**src/spi_port_map.vh**
```
`ifndef SPI_PORT_MAP_VH
`define SPI_PORT_MAP_VH
// ----------------------------------------------------------------------------
// Register addresses (byte offsets on the local CPU access port)
// ----------------------------------------------------------------------------
`define SERIAL_DATA_ADDR     2'h0
`define SERIAL_CONTROL_ADDR  2'h1
`define SERIAL_CSTAT_ADDR    2'h2
// ----------------------------------------------------------------------------
// Control register fields
// ----------------------------------------------------------------------------
`define CR_IRQ_EN_BIT        7
`define CR_PORT_EN_BIT       6
`define CR_MASTER_BIT        4
`define CR_POL_BIT           3
`define CR_PHASE_BIT         2
// ----------------------------------------------------------------------------
// Control/status register fields
// ----------------------------------------------------------------------------
`define CS_DONE_BIT          7
`define CS_WRITE_COLLISION_FLAG_BIT          6
`define CS_OVR_BIT           5
`define CS_MODE_FAULT_FLAG_BIT          4
`define CS_SSM_BIT           1
`define CS_SSI_BIT           0
`define CS_RATE_MSB          4
`define CS_RATE_LSB          2
// ----------------------------------------------------------------------------
// Reset values and counts
// ----------------------------------------------------------------------------
`define CONTROL_RESET        8'h00
`define CSTAT_RESET          8'h00
`define BITS_PER_BYTE        4'h8
`define HALF_DIV_MIN         8'h02
`endif

```
**src/spi_clock_divider.v**
```verilog
`timescale 1ns/10ps
// ----------------------------------------------------------------------------
// Master clock generator: emits a one-cycle tick at each serial clock half.
// ----------------------------------------------------------------------------
`include "spi_port_map.vh"
module spi_clock_divider (
  input  wire       clk_i,
  input  wire       rstn_i,
  input  wire       run_i,
  input  wire [2:0] rate_i,
  output reg        tick_o
);
  reg  [7:0] count_reg;   // Cycles counted within the current half period.
  reg  [7:0] half_len;    // Half-period length selected by the rate field.

  // Six rates; half of f/4 is 2 cycles, the two top codes repeat the slowest.
  always @* begin
    case (rate_i)
      3'h0:    half_len = `HALF_DIV_MIN;
      3'h1:    half_len = 8'h04;
      3'h2:    half_len = 8'h08;
      3'h3:    half_len = 8'h10;
      3'h4:    half_len = 8'h20;
      default: half_len = 8'h40;
    endcase
  end

  // Counter restarts whenever no transfer runs, so each byte starts aligned.
  always @(posedge clk_i or negedge rstn_i) begin
    if (!rstn_i) begin
      count_reg <= 8'h00;
      tick_o    <= 1'b0;
    end else if (!run_i) begin
      count_reg <= 8'h00;
      tick_o    <= 1'b0;
    end else if (count_reg == half_len - 8'h01) begin
      count_reg <= 8'h00;
      tick_o    <= 1'b1;
    end else begin
      count_reg <= count_reg + 8'h01;
      tick_o    <= 1'b0;
    end
  end
endmodule // spi_clock_divider

```
**src/spi_master_slave_port.v**
```verilog
// Contract
// - Master data write shifts out MSB first.
// - Master starts; full duplex on one clock.
// - Six master rates, fastest f/4.
// - Soft select bit overrides select pin.
// - Phase selects first or second edge.
// - Phase-0 select high between bytes.
// - Master drives clock, idle equals polarity.
// - Master/enable held only while select high.
// - Only data write starts master transfer.
// - Done flag sets; interrupt when enabled.
// - Master clears done: status, data read.
// - Data writes blocked while done set and status not yet accessed.
// - Slave shifts MISO on external clock.
// - Slave clears done: status, data access.
// - Four timings; both ends match.
// - Master select-low sets mode fault.
// - Overrun sets; status read clears.
// - Write during transfer sets collision.
`timescale 1ns/10ps
`include "spi_port_map.vh"
module spi_master_slave_port (
  input  wire       clk_i,
  input  wire       rstn_i,
  input  wire [1:0] addr_i,        // Register select.
  input  wire       wr_i,          // One-cycle write strobe.
  input  wire       rd_i,          // One-cycle read strobe.
  input  wire [7:0] wdata_i,       // Write data.
  input  wire       cpu_irq_mask_i,// CPU interrupt mask, high masks.
  input  wire       sck_i,         // Serial clock pin level.
  input  wire       mosi_i,        // Master-out pin level.
  input  wire       miso_i,        // Master-in pin level.
  input  wire       ss_n_i,        // Slave select pin, active low.
  output reg  [7:0] rdata_o,       // Read data, valid the cycle after rd_i.
  output reg        irq_o,         // Interrupt request.
  output reg        sck_o,
  output reg        sck_oe_o,
  output reg        mosi_o,
  output reg        mosi_oe_o,
  output reg        miso_o,
  output reg        miso_oe_o
);
  // --------------------------------------------------------------------------
  // Registers
  // --------------------------------------------------------------------------
  reg  [7:0] serial_control_reg;     // Irq enable, port enable, role, timing.
  reg  [7:0] serial_ctrl_status_reg; // Rate and select handling bits.
  reg  [7:0] serial_data_reg;        // Receive buffer read through data.
  reg  [7:0] shift_reg;              // Transmit/receive shift register.
  reg  [3:0] bit_cnt_reg;            // Bits left to latch.
  reg        busy_reg;               // A byte is in flight.
  reg        transfer_done_flag;
  reg        write_collision_flag;
  reg        overrun_flag;
  reg        mode_fault_flag;
  reg        done_seen_reg;          // Status accessed while done flag was set.
  reg        write_collision_flag_seen_reg;          // Status accessed while collision was set.
  reg        mode_fault_flag_seen_reg;          // Status read while fault was set.
  reg        sck_prev_reg;           // Last sampled serial clock.
  reg        ss_prev_reg;            // Last internal select level.
  reg        edge_ph_reg;            // Master: next half is the second edge.
  reg        sample_bit_reg;         // Bit latched, shifted on next edge.
  wire       tick;                   // Master half-period tick.

  wire port_enable     = serial_control_reg[`CR_PORT_EN_BIT];
  wire master_select   = serial_control_reg[`CR_MASTER_BIT];
  wire port_irq_enable = serial_control_reg[`CR_IRQ_EN_BIT];
  wire clock_polarity  = serial_control_reg[`CR_POL_BIT];
  wire clock_phase     = serial_control_reg[`CR_PHASE_BIT];
  wire soft_select_manage = serial_ctrl_status_reg[`CS_SSM_BIT];
  wire soft_select_level  = serial_ctrl_status_reg[`CS_SSI_BIT];
  wire [2:0] clock_rate_sel =
    serial_ctrl_status_reg[`CS_RATE_MSB:`CS_RATE_LSB];

  // Internal select: the software level replaces the pin when managed.
  wire ss_int = soft_select_manage ? soft_select_level : ss_n_i;
  wire is_master = port_enable & master_select;
  wire is_slave  = port_enable & ~master_select & ~ss_int;

  // Access decode.
  wire wr_data = wr_i && (addr_i == `SERIAL_DATA_ADDR);
  wire rd_data = rd_i && (addr_i == `SERIAL_DATA_ADDR);
  wire wr_ctrl = wr_i && (addr_i == `SERIAL_CONTROL_ADDR);
  wire wr_cs   = wr_i && (addr_i == `SERIAL_CSTAT_ADDR);
  wire rd_cs   = rd_i && (addr_i == `SERIAL_CSTAT_ADDR);
  wire cs_acc  = wr_cs | rd_cs;

  // --------------------------------------------------------------------------
  // Slave clock edge detection; pins are synchronous to clk_i.
  // --------------------------------------------------------------------------
  wire sck_norm   = sck_i ^ clock_polarity;         // High during active half.
  wire lead_edge  = sck_norm & ~sck_prev_reg;       // First edge of a bit.
  wire trail_edge = ~sck_norm & sck_prev_reg;       // Second edge of a bit.

  // Master: even tick = first edge, odd tick = second edge.
  wire m_lead  = is_master & busy_reg & tick & ~edge_ph_reg;
  wire m_trail = is_master & busy_reg & tick & edge_ph_reg;
  wire s_lead  = is_slave & lead_edge;
  wire s_trail = is_slave & trail_edge;
  wire any_lead  = m_lead | s_lead;
  wire any_trail = m_trail | s_trail;
  // Latch on first edge with phase 0, on second edge with phase 1.
  wire latch_now = clock_phase ? any_trail : any_lead;
  wire shift_now = clock_phase ? any_lead  : any_trail;
  wire in_bit    = is_master ? miso_i : mosi_i;
  wire last_bit  = latch_now && (bit_cnt_reg == 4'h1);
  // Only edges inside a byte move the shifter. The first shift-side edge
  // of phase 1 keeps the MSB on the line, and so does the closing phase-0 edge.
  wire mid_byte  = (bit_cnt_reg != 4'h0) && (bit_cnt_reg != `BITS_PER_BYTE);
  // A phase-0 master still owes the last trailing edge after its eighth sample.
  wire hold_tail = is_master & ~clock_phase;

  // Divider runs only while a master byte is in flight.
  spi_clock_divider u_div (
    .clk_i  (clk_i),
    .rstn_i (rstn_i),
    .run_i  (is_master & busy_reg),
    .rate_i (clock_rate_sel),
    .tick_o (tick)
  );

  // Writes to data are refused while done is set and status not yet accessed.
  wire data_blocked = transfer_done_flag & ~done_seen_reg;
  wire collide = wr_data & busy_reg;
  // Phase-0 slave with select still low counts as mid-transfer.
  wire slave_ph0_low = port_enable & ~master_select & ~clock_phase & ~ss_int
                       & ss_prev_reg == 1'b0 & bit_cnt_reg == 4'h0
                       & transfer_done_flag;
  wire load_ok = wr_data & ~busy_reg & ~data_blocked & ~slave_ph0_low;
  // Internal select low while in master role is a fault.
  wire fault = is_master & ~ss_int;

  // --------------------------------------------------------------------------
  // Control registers, including the fault clearing sequence.
  // --------------------------------------------------------------------------
  always @(posedge clk_i or negedge rstn_i) begin
    if (!rstn_i) begin
      serial_control_reg     <= `CONTROL_RESET;
      serial_ctrl_status_reg <= `CSTAT_RESET;
    end else begin
      if (wr_cs) begin
        serial_ctrl_status_reg <= wdata_i;
      end
      if (fault) begin
        // Fault drops both role and enable; it wins over a same-cycle write.
        serial_control_reg[`CR_PORT_EN_BIT] <= 1'b0;
        serial_control_reg[`CR_MASTER_BIT]  <= 1'b0;
      end else if (wr_ctrl) begin
        serial_control_reg <= wdata_i;
        // Enable and role cannot be set while a fault is pending, except
        // as the closing write of the clearing sequence.
        if (mode_fault_flag && !mode_fault_flag_seen_reg) begin
          serial_control_reg[`CR_PORT_EN_BIT] <= 1'b0;
          serial_control_reg[`CR_MASTER_BIT]  <= 1'b0;
        end
      end
    end
  end

  // --------------------------------------------------------------------------
  // Shift engine: load, latch, shift, byte end.
  // --------------------------------------------------------------------------
  always @(posedge clk_i or negedge rstn_i) begin
    if (!rstn_i) begin
      shift_reg       <= 8'h00;
      bit_cnt_reg     <= 4'h0;
      busy_reg        <= 1'b0;
      edge_ph_reg     <= 1'b0;
      sample_bit_reg  <= 1'b0;
      serial_data_reg <= 8'h00;
    end else begin
      if (!port_enable) begin
        busy_reg    <= 1'b0;
        bit_cnt_reg <= 4'h0;
        edge_ph_reg <= 1'b0;
      end else if (load_ok) begin
        shift_reg   <= wdata_i;
        busy_reg    <= master_select;
        bit_cnt_reg <= `BITS_PER_BYTE;
        edge_ph_reg <= 1'b0;
      end else begin
        if (m_lead | m_trail) begin
          edge_ph_reg <= ~edge_ph_reg;
        end
        if (s_lead && !busy_reg) begin
          // Slave byte starts on its leading edge; a loaded count is kept.
          // Limitation: a phase-0 byte with nothing loaded loses its first sample.
          busy_reg <= 1'b1;
          if (bit_cnt_reg == 4'h0) begin
            bit_cnt_reg <= `BITS_PER_BYTE;
          end
        end
        if (latch_now && bit_cnt_reg != 4'h0) begin
          sample_bit_reg <= in_bit;
          bit_cnt_reg    <= bit_cnt_reg - 4'h1;
        end
        if (shift_now && busy_reg && mid_byte) begin
          shift_reg <= {shift_reg[6:0], sample_bit_reg};
        end
        if (last_bit) begin
          // Received byte is the seven shifted bits plus this last sample.
          serial_data_reg <= {shift_reg[6:0], in_bit};
          if (!hold_tail) begin
            busy_reg    <= 1'b0;
            edge_ph_reg <= 1'b0;
          end
          if (clock_phase == 1'b0) begin
            shift_reg <= {shift_reg[6:0], in_bit};
          end
        end
        if (m_trail && bit_cnt_reg == 4'h0) begin
          // Phase-0 master ends on its own trailing edge, keeping the half period.
          busy_reg <= 1'b0;
        end
      end
    end
  end

  // --------------------------------------------------------------------------
  // Status flags. Hardware set always wins over a same-cycle clear.
  // --------------------------------------------------------------------------
  wire done_clear = done_seen_reg &
                    (master_select ? rd_data : (rd_data | wr_data));
  always @(posedge clk_i or negedge rstn_i) begin
    if (!rstn_i) begin
      transfer_done_flag   <= 1'b0;
      write_collision_flag <= 1'b0;
      overrun_flag         <= 1'b0;
      mode_fault_flag      <= 1'b0;
      done_seen_reg        <= 1'b0;
      write_collision_flag_seen_reg        <= 1'b0;
      mode_fault_flag_seen_reg        <= 1'b0;
      ss_prev_reg          <= 1'b1;
      sck_prev_reg         <= 1'b0;
    end else begin
      sck_prev_reg <= sck_norm;
      ss_prev_reg  <= ss_int;
      // Status access while set arms the done and collision sequences; fault needs a status read.
      if (cs_acc && transfer_done_flag) begin
        done_seen_reg <= 1'b1;
      end else if (done_clear || !transfer_done_flag) begin
        done_seen_reg <= 1'b0;
      end
      if (cs_acc && write_collision_flag) begin
        write_collision_flag_seen_reg <= 1'b1;
      end else if (!write_collision_flag) begin
        write_collision_flag_seen_reg <= 1'b0;
      end
      if (rd_cs && mode_fault_flag) begin
        mode_fault_flag_seen_reg <= 1'b1;
      end else if (!mode_fault_flag) begin
        mode_fault_flag_seen_reg <= 1'b0;
      end
      if (last_bit) begin
        transfer_done_flag <= 1'b1;
        if (transfer_done_flag && !done_clear) begin
          overrun_flag <= 1'b1;
        end
      end else if (done_clear) begin
        transfer_done_flag <= 1'b0;
      end
      if (rd_cs && !(last_bit && transfer_done_flag)) begin
        overrun_flag <= 1'b0;
      end
      if (collide || (wr_data && slave_ph0_low)) begin
        write_collision_flag <= 1'b1;
      end else if (write_collision_flag_seen_reg && (rd_data || wr_data)) begin
        write_collision_flag <= 1'b0;
      end
      if (fault) begin
        mode_fault_flag <= 1'b1;
      end else if (mode_fault_flag_seen_reg && wr_ctrl) begin
        mode_fault_flag <= 1'b0;
      end
    end
  end

  // --------------------------------------------------------------------------
  // Outputs, all registered. Collision never raises an interrupt.
  // --------------------------------------------------------------------------
  always @(posedge clk_i or negedge rstn_i) begin
    if (!rstn_i) begin
      rdata_o   <= 8'h00;
      irq_o     <= 1'b0;
      sck_o     <= 1'b0;
      sck_oe_o  <= 1'b0;
      mosi_o    <= 1'b0;
      mosi_oe_o <= 1'b0;
      miso_o    <= 1'b0;
      miso_oe_o <= 1'b0;
    end else begin
      irq_o <= port_irq_enable & ~cpu_irq_mask_i &
               (transfer_done_flag | mode_fault_flag | overrun_flag);
      case (addr_i)
        `SERIAL_DATA_ADDR:    rdata_o <= serial_data_reg;
        `SERIAL_CONTROL_ADDR: rdata_o <= serial_control_reg;
        `SERIAL_CSTAT_ADDR:   rdata_o <= {transfer_done_flag, write_collision_flag,
                                          overrun_flag, mode_fault_flag,
                                          serial_ctrl_status_reg[3:0]};
        default:              rdata_o <= 8'h00;
      endcase
      // Master drives clock; idle level equals polarity.
      sck_oe_o  <= is_master;
      sck_o     <= clock_polarity ^ (busy_reg & is_master & edge_ph_reg);
      if (tick && is_master && busy_reg) begin
        sck_o <= clock_polarity ^ ~edge_ph_reg;
      end
      mosi_oe_o <= is_master;
      mosi_o    <= shift_reg[7];
      miso_oe_o <= is_slave;
      miso_o    <= shift_reg[7];
    end
  end
endmodule // spi_master_slave_port

```
**config.mk**
```make
export PLATFORM = sky130hd
export DESIGN_NAME = spi_master_slave_port
export DESIGN_NICKNAME = d
export VERILOG_FILES = /design/src/spi_clock_divider.v /design/src/spi_master_slave_port.v
export VERILOG_INCLUDE_DIRS = /design/src /design/src/src
export SDC_FILE = /design/constraint.sdc
export NUM_CORES = 1
export LEC_CHECK = 0
export BUFFER_PORTS_ARGS = -buffer_cell sky130_fd_sc_hd__buf_2
export CELL_PAD_IN_SITES_DETAIL_PLACEMENT = 0
export CELL_PAD_IN_SITES_GLOBAL_PLACEMENT = 1
export CORE_MARGIN = 5
export CORE_UTILIZATION = 43
export DETAILED_ROUTE_END_ITERATION = 10
export PLACE_DENSITY_LB_ADDON = 0.1
export SLEW_MARGIN = 20
export SYNTH_ARGS = -nofsm -noshare
export SYNTH_HDL_FRONTEND = slang
export SYNTH_SLANG_ARGS = --single-unit
```
**constraint.sdc**
```tcl
create_clock -name clk_i -period 4.75 [get_ports clk_i]
set_clock_uncertainty 0.15 [all_clocks]
set_input_delay 0.475 -clock clk_i [delete_from_list [all_inputs] [get_ports clk_i]]
set_output_delay 0.475 -clock clk_i [all_outputs]
set_load 0.02 [all_outputs]
```
# Word level (Yosys, flattened, before mapping)
# Cells that the tools add are included.
[word_totals] mem_bits_rw=0 latchBits=0 n_memories=0 mem_bits_ro=0 word_cells=193 reg_bits=67 out_inout_bits=15
[op_classes] bitwise_logic=51 n_lt_le_gt_ge=0 addsub=3 reduce_logical=48 n_mul=0 n_div=0 n_mux=52 n_shift=0 eq_ne=13
[op_table] cell="two-way mux 8 bit" count=6
[op_table] cell="two-way mux 1 bit" count=38
[op_table] cell="one-hot mux 7 bit (5 select lines)" count=1
[op_table] cell="AND 1 bit" count=27
[op_table] cell="logical AND 1 bit" count=24
[op_table] cell="one-hot mux 8 bit (3 select lines)" count=1
[op_table] cell="two-way mux 4 bit" count=5
[op_table] cell="inverter 1 bit" count=14
[op_table] cell="nonzero test 2 bit" count=7
[op_table] cell="adder 8 x 1 -> 8 bit, second input constant" count=1
[op_table] cell="equality test 8 bit" count=1
[op_table] cell="!= test 4 x 1 -> 1 bit, second input constant" count=2
[op_table] cell="subtractor 7 x 1 -> 8 bit, second input constant" count=1
[op_table] cell="two-way mux 7 bit" count=1
[op_table] cell="bitwise OR 1 bit" count=7
[op_table] cell="equality test 3 x 2 -> 1 bit, second input constant" count=2
[op_table] cell="AND reduction 2 bit" count=3
[op_table] cell="AND reduction 3 bit" count=2
[op_table] cell="zero test 1 bit" count=5
[op_table] cell="equality test 4 x 1 -> 1 bit, second input constant" count=1
[op_table] cell="zero test 4 bit" count=1
[op_table] cell="!= test 2 x 1 -> 1 bit, second input constant" count=2
[op_table] cell="!= test 4 bit, second input constant" count=1
[op_table] cell="nonzero test 4 bit" count=1
[op_table] cell="9 further kinds" count=13

# Logic depth before layout (Yosys ltp)
[depth] ltp_word=12 ltp_mapped=11

# Modules after synthesis
# Synthesis repeated with hierarchy kept, for this count alone.
[hier_totals] hier_cells=312 hier_area_um2=3395.8
[modules_own_cells] mod="spi_master_slave_port" seq_area_each_um2=1452.6 area_each_um2=2891.5 cells_each=260 instances=1
[modules_own_cells] mod="spi_clock_divider" seq_area_each_um2=225.2 area_each_um2=504.2 cells_each=52 instances=1

# Worst setup path before layout
# No wires, ideal clock.
[synth_timing] path_kind="flip-flop to flip-flop" start="reg serial_control_reg[6]" end="reg bit_cnt_reg[3]" arrival_ns=2.281 stages_incl_launch_ff=12 required_ns=4.475 setup_time_ns=0.125 path_buffers=2 slack_ns=2.194 path_cell_list="dfrtp_1 > bufbuf_16 > nand2_1 > inv_1 > and3_1 > ha_1 > nor2b_1 > o41ai_1 > and2_1 > clkbuf_1 > a221o_2 > mux2_4"
[synth_via] elab_chain_len=10 word_cells_on_any_way=27
[synth_lines] element="from (decl)" line_no="spi_master_slave_port.v:46" source="reg [7:0] serial_control_reg;"
[synth_lines] element="from (signal assigned)" line_no="spi_master_slave_port.v:138" source="serial_control_reg <= `CONTROL_RESET;"
[synth_lines] element="from (signal assigned)" line_no="spi_master_slave_port.v:149" source="serial_control_reg <= wdata_i;"
[synth_lines] element="AND 1 bit *" line_no="spi_master_slave_port.v:77" source="wire is_master = port_enable & master_select;"
[synth_lines] element="via is_master" line_no="spi_master_slave_port.v:77"
[synth_lines] element="AND 1 bit * (2 in series)" line_no="spi_master_slave_port.v:96, spi_master_slave_port.v:97"
[synth_lines] element="AND 1 bit (on tied branches)" line_no="spi_master_slave_port.v:96, spi_master_slave_port.v:97"
[synth_lines] element="bitwise OR 1 bit (on tied branches)" line_no="spi_master_slave_port.v:100, spi_master_slave_port.v:101"
[synth_lines] element="two-way mux 1 bit *" line_no="spi_master_slave_port.v:103" source="wire latch_now = clock_phase ? any_trail : any_lead;"
[synth_lines] element="logical AND 1 bit *" line_no="spi_master_slave_port.v:193" source="if (latch_now && bit_cnt_reg != 4'h0) begin"
[synth_lines] element="two-way mux 4 bit" line_no="spi_master_slave_port.v:193"
[synth_lines] element="two-way mux 4 bit" line_no="spi_master_slave_port.v:176" source="end else if (load_ok) begin"
[synth_lines] element="two-way mux 4 bit" line_no="spi_master_slave_port.v:172" source="if (!port_enable) begin"
[synth_lines] element="to (signal assigned)" line_no="spi_master_slave_port.v:179" source="bit_cnt_reg <= `BITS_PER_BYTE;"
[synth_lines] element="to (signal assigned)" line_no="spi_master_slave_port.v:190" source="bit_cnt_reg <= `BITS_PER_BYTE;"
[synth_lines] element="to (signal assigned)" line_no="spi_master_slave_port.v:195" source="bit_cnt_reg <= bit_cnt_reg - 4'h1;"
[synth_lines] element="to (decl)" line_no="spi_master_slave_port.v:50" source="reg [3:0] bit_cnt_reg;"
# Mark *: on every way through the listed nets, which the timed path passes. The rest lies on a longest branch.
# A chain may end at the register's enable or synchronous reset.

# Worst setup path after layout
[layout_timing] start="reg serial_control_reg[6]" end="reg shift_reg[4]"
[layout_via] elab_chain_len=12 word_cells_on_any_way=27
[layout_lines] element="AND 1 bit *" line_no="spi_master_slave_port.v:77"
[layout_lines] element="via is_master" line_no="spi_master_slave_port.v:77"
[layout_lines] element="AND 1 bit * (2 in series)" line_no="spi_master_slave_port.v:96, spi_master_slave_port.v:97"
[layout_lines] element="AND 1 bit (on tied branches)" line_no="spi_master_slave_port.v:97, spi_master_slave_port.v:96"
[layout_lines] element="bitwise OR 1 bit (on tied branches)" line_no="spi_master_slave_port.v:101, spi_master_slave_port.v:100"
[layout_lines] element="two-way mux 1 bit" line_no="spi_master_slave_port.v:104" source="wire shift_now = clock_phase ? any_lead : any_trail;"
[layout_lines] element="logical AND 1 bit (2 in series)" line_no="spi_master_slave_port.v:197" source="if (shift_now && busy_reg && mid_byte) begin"
[layout_lines] element="two-way mux 8 bit" line_no="spi_master_slave_port.v:197"
[layout_lines] element="two-way mux 8 bit" line_no="spi_master_slave_port.v:207" source="if (clock_phase == 1'b0) begin"
[layout_lines] element="two-way mux 8 bit *" line_no="spi_master_slave_port.v:200" source="if (last_bit) begin"
[layout_lines] element="two-way mux 8 bit *" line_no="spi_master_slave_port.v:176"
[layout_lines] element="to (signal assigned)" line_no="spi_master_slave_port.v:177" source="shift_reg <= wdata_i;"
[layout_lines] element="to (signal assigned)" line_no="spi_master_slave_port.v:198" source="shift_reg <= {shift_reg[6:0], sample_bit_reg};"
[layout_lines] element="to (signal assigned)" line_no="spi_master_slave_port.v:208" source="shift_reg <= {shift_reg[6:0], in_bit};"
[layout_lines] element="to (decl)" line_no="spi_master_slave_port.v:49" source="reg [7:0] shift_reg;"
# Marks and branches as above.

==> results.md <==
- After synthesis, the cell types taking the most area are sky130_fd_sc_hd__dfrtp_1 (50%), sky130_fd_sc_hd__mux2_2 (6.8%), sky130_fd_sc_hd__mux2i_1 (3.0%), sky130_fd_sc_hd__nand2_1 (2.9%), sky130_fd_sc_hd__nor2_1 (2.6%).
- The largest buffer count on any clock path is 2.
- Once layout is complete, the cells apart from fillers number 454.
- Summed over all layers, the global routing overflow is 0.
- In this run the static leakage power is 1.72 nW.
- The number of synthesized flops with an enable pin is 0.
- The ratio of cells with drive above 1 in the final layout is 23.6%.
- The reg-to-reg endpoint is shift_reg[4].
- Setup repair after global routing left no endpoint under its margin.
- After detailed routing, the total wire length is 7600 um.
- The synthesized netlist devotes 16.3% of its cell area to simple gates.
- The adder-cell share of the synthesized area is 2.26%.
- Counting distinct cell types in the post-synthesis netlist gives 55.
- Entering global routing, the biggest net connects 68 pins.
- Counting flops and latches in the post-synthesis netlist gives 67.
- Across all register-to-register paths, the minimum setup slack is 1750 ps.
- The number of cells on the worst reg-to-reg path is 7.
- The total power per unit cell area is 424 nW/um^2.
- Sequential cells were found to cover 50.5% of the synthesized design area.
- The final hold violation count was 0.
- The worst setup margin is 1750 ps.
- Summing the areas of all compound-gate instances in the mapped netlist gives 12.4% of the synthesized area.
- The remaining antenna violation count is 0.
- The power after layout is 1.58 mW.
- Max-cap violations in this run came to 0.
- The final number of setup-violating endpoints is 0.
- The maximum single-stage delay on the critical path is 810 ps.
- Dividing the detail-routed wire length by the instance count gives 16.7 um.
- The number of antenna violations at the first check in global routing was 0.
- For this run, the leading register cell type out of synthesis is sky130_fd_sc_hd__dfrtp_1.
- Prior to clock tree synthesis, the placed netlist has a worst setup slack of 1840 ps.
- Summing every instance area after synthesis gives 3320 sq um.
- Derived from the worst setup path, the maximum achievable clock frequency is 0.333 GHz.
- In the synthesized netlist, the cells that appear most often are sky130_fd_sc_hd__dfrtp_1 (66), sky130_fd_sc_hd__nand2_1 (26), sky130_fd_sc_hd__nor2_1 (23).
- The setup path with the least slack is of type flip-flop to flip-flop.
- The overall die width is 97.9 um.
- Compared with the post-synthesis result, the final layout area differs by 12.3%.
- The die span in y is 97.9 um.
- The repair_antennas step left the layout with diodes totalling 0.
- The peak fanout along the critical path is 8.
- At the pin with the least slew margin, the transition time is 917 ps.
- After clock tree synthesis, the clock-pin slew on the worst setup and hold paths is 80 ps.
- sky130_fd_sc_hd__dfrtp_1 takes more of the synthesized area than any other cell.
- Of the total synthesized cell area, the portion taken by XOR and XNOR cells is 3.43%.
- Together, buffers and inverters on the worst path number 1.
- Multiplexer cells account for 10.7% of the synthesized area.
- sky130_fd_sc_hd__dfrtp_1 is the most common cell in the netlist.
- The post-CTS setup repair buffer count is 0.
- In this run the critical register-to-register path is launched from serial_control_reg[6].
- The first detailed-routing pass ran for 4 iterations.
- The CTS root buffer is sky130_fd_sc_hd__clkbuf_8.
- The max-slew violation total from the final report is 0.
- The final cycle utilization of the critical path is 63.1%.
- Buffers inserted to repair hold after CTS numbered 0.
- The worst setup path is captured at a flip-flop.
- TritonCTS built the clock tree.
- The worst hold slack after final layout is 127 ps.
- The mean post-synth cell area is 10.7 sq um.
- The placer's final routability congestion estimate is 0.747.
- For the worst setup path, the data arrival time is 3090 ps.
- The top cell type's share of synthesized area is 49.8%.
- The first global-routing pass estimated 12800 um of wire.
- The count of port buffers added during placement is 33.
- The total of fill cells in the finished design is 740.
- The global-route total usage across every layer is 17.0%.
- Buffers inserted during clock tree synthesis total 9.
- CTS saw 67 sinks.
- The run finished with clean final reports.
- The total negative slack for setup checks is 0 ps.
- The startpoint identified for the worst hold timing path is cpu_irq_mask_i.
- The count of synthesis-stage warnings from yosys is 0.
- The worst hold path belongs to the class input port to flip-flop.
- The cell type of the slowest stage on the worst timing path is sky130_fd_sc_hd__o311ai_0.
- Along the worst hold path, the cell count comes to 2.
- The clock reaches the later pin of the worst-skew pair after 340 ps.
- The number of cells upsized or downsized after cts is 0.
- The sort of element at the start of the critical path is a flip-flop.
- The routed design could run at a clock period as short as 3000 ps.
- The total placed cells including tap cells is 438.
- For this run, design rule violations remaining after detail routing come to 0.
- Counting every instance in the synthesized netlist gives 311.
- The count of H-tree levels built during CTS is 3.
- The required time at the worst-slack endpoint is 4840 ps.
- The standard cell core area is 7610 sq um.
- For this design the top-level I/O count stands at 34.
- Of all flip-flops after synthesis, the portion carrying an async set or reset was 100%.
- The effective utilization at floorplan is 43.6%.
- The detailed-route vias per instance is 5.28.
- Walking the worst path, the cells encountered are nand2_1 -> inv_1 -> and3_1 -> ha_1 -> o311ai_0 -> a21oi_1 -> a221oi_1.
- The dominant combinational cell family by area after synthesis is simple AND/OR/NAND/NOR gates.
- The detailed placer's ending HPWL is 5560 um.
- The end point of the most critical hold path is irq_o.
- For this block, the initial DRC count from the detailed router was 103.
- The worst pin sits at a relative slew slack of 38.1%.
- Counting every net in the synthesized netlist gives 336.
- The floorplan has 32 rows.
- Across the VDD grid, the largest voltage drop is 0.000172 V.
- The routed layout has 2397 vias.
- Broken down by cell family, the worst path's largest delay share belongs to compound AO/OA/AOI/OAI gates.
- The number of global-route vias before repair was 2488.
- The die covers 9580 sq um.
- For this run, the post-layout net count is 372.
[area by class of cell]
type                            count  area [sq um]  area share, %
Clock buffer                        9           124           3.32
Multi-Input combinational cell    215          1500           40.2
Clock inverter                      7          52.6           1.41
Timing Repair Buffer               34           173           4.63
Inverter                           20          75.1           2.01
Sequential cell                    67          1680           45.0
Tap cell                          102           128           3.43
[cells in the final DEF (no fill, tap or decap), types with 2 or more instances in the layout]
cell type	instances
sky130_fd_sc_hd__inv_1	20
sky130_fd_sc_hd__or3_1	3
sky130_fd_sc_hd__a221oi_1	7
sky130_fd_sc_hd__a21oi_1	10
sky130_fd_sc_hd__clkinvlp_4	4
sky130_fd_sc_hd__nor2b_1	9
sky130_fd_sc_hd__clkbuf_8	9
sky130_fd_sc_hd__o21ai_0	15
sky130_fd_sc_hd__buf_2	33
sky130_fd_sc_hd__mux2_4	2
sky130_fd_sc_hd__o21bai_1	2
sky130_fd_sc_hd__mux2i_1	10
sky130_fd_sc_hd__dfrtp_1	66
sky130_fd_sc_hd__nand2_1	26
sky130_fd_sc_hd__nor2_1	23
sky130_fd_sc_hd__o41ai_1	3
sky130_fd_sc_hd__nand2b_1	4
sky130_fd_sc_hd__o2111ai_1	2
sky130_fd_sc_hd__nor3b_1	5
sky130_fd_sc_hd__a31oi_1	2
sky130_fd_sc_hd__nand3_1	11
sky130_fd_sc_hd__xnor2_1	7
sky130_fd_sc_hd__inv_6	2
sky130_fd_sc_hd__o211ai_1	2
sky130_fd_sc_hd__and3_1	3
sky130_fd_sc_hd__o22ai_1	2
sky130_fd_sc_hd__a21o_1	2
sky130_fd_sc_hd__or2_2	2
sky130_fd_sc_hd__ha_1	6
sky130_fd_sc_hd__nor3_1	9
sky130_fd_sc_hd__xor2_1	6
sky130_fd_sc_hd__mux2_2	20
[power breakdown]
group	internal [mW]	switching, mW
clock network	0.192	0.242
logic	0.163	0.207
registers	0.677	0.0993
[worst max-delay path by stage]
stage                               start              to  slack [ps]  depth (start not counted)
finish              serial_control_reg[6]    shift_reg[4]        1750                          7
global route        serial_control_reg[6]    shift_reg[2]        1580                          7
CTS                 serial_control_reg[6]    shift_reg[4]        1780                          7
detailed placement  serial_control_reg[6]    shift_reg[4]        1840                          7
global placement                   ss_n_i    shift_reg[4]        1770                          6
floorplan           serial_control_reg[6]  bit_cnt_reg[3]        2190                         11
[through the flow]
| stage | cell area (sq um) | util, % |
|---|---|---|
| after global routing | 3730 | 49.0 |
| after global placement | 3550 | 46.7 |
| after CTS | 3730 | 49.0 |
| after detailed placement | 3550 | 46.7 |
| final | 3730 | 49.0 |
| after floorplan | 3320 | - |
[per-layer routing]
layer / part of all wire (%) / track usage [%] / up-vias
met1: 50 / 24.3 / 1172
met2: 46 / 26.1 / 40
met5: 0 / 0 / -
met4: 0.86 / 4.79 / 0
met3: 3.2 / 3.79 / 8
li1: - / - / 1177
[cell families (layout without fill, tap and decap cells)]
| logic type | Yosys count | after routing |
|---|---|---|
| muxes | 32 | 32 |
| adders and majority gates | 6 | 6 |
| DFF | 67 | 67 |
| xor gates and xnor gates | 13 | 13 |
| AOI/OAI and AO/OA | 58 | 58 |
| buffers and inverters | 29 | 70 |
| and+or+nand+nor | 106 | 106 |
(Power assumes the default switching activity.)
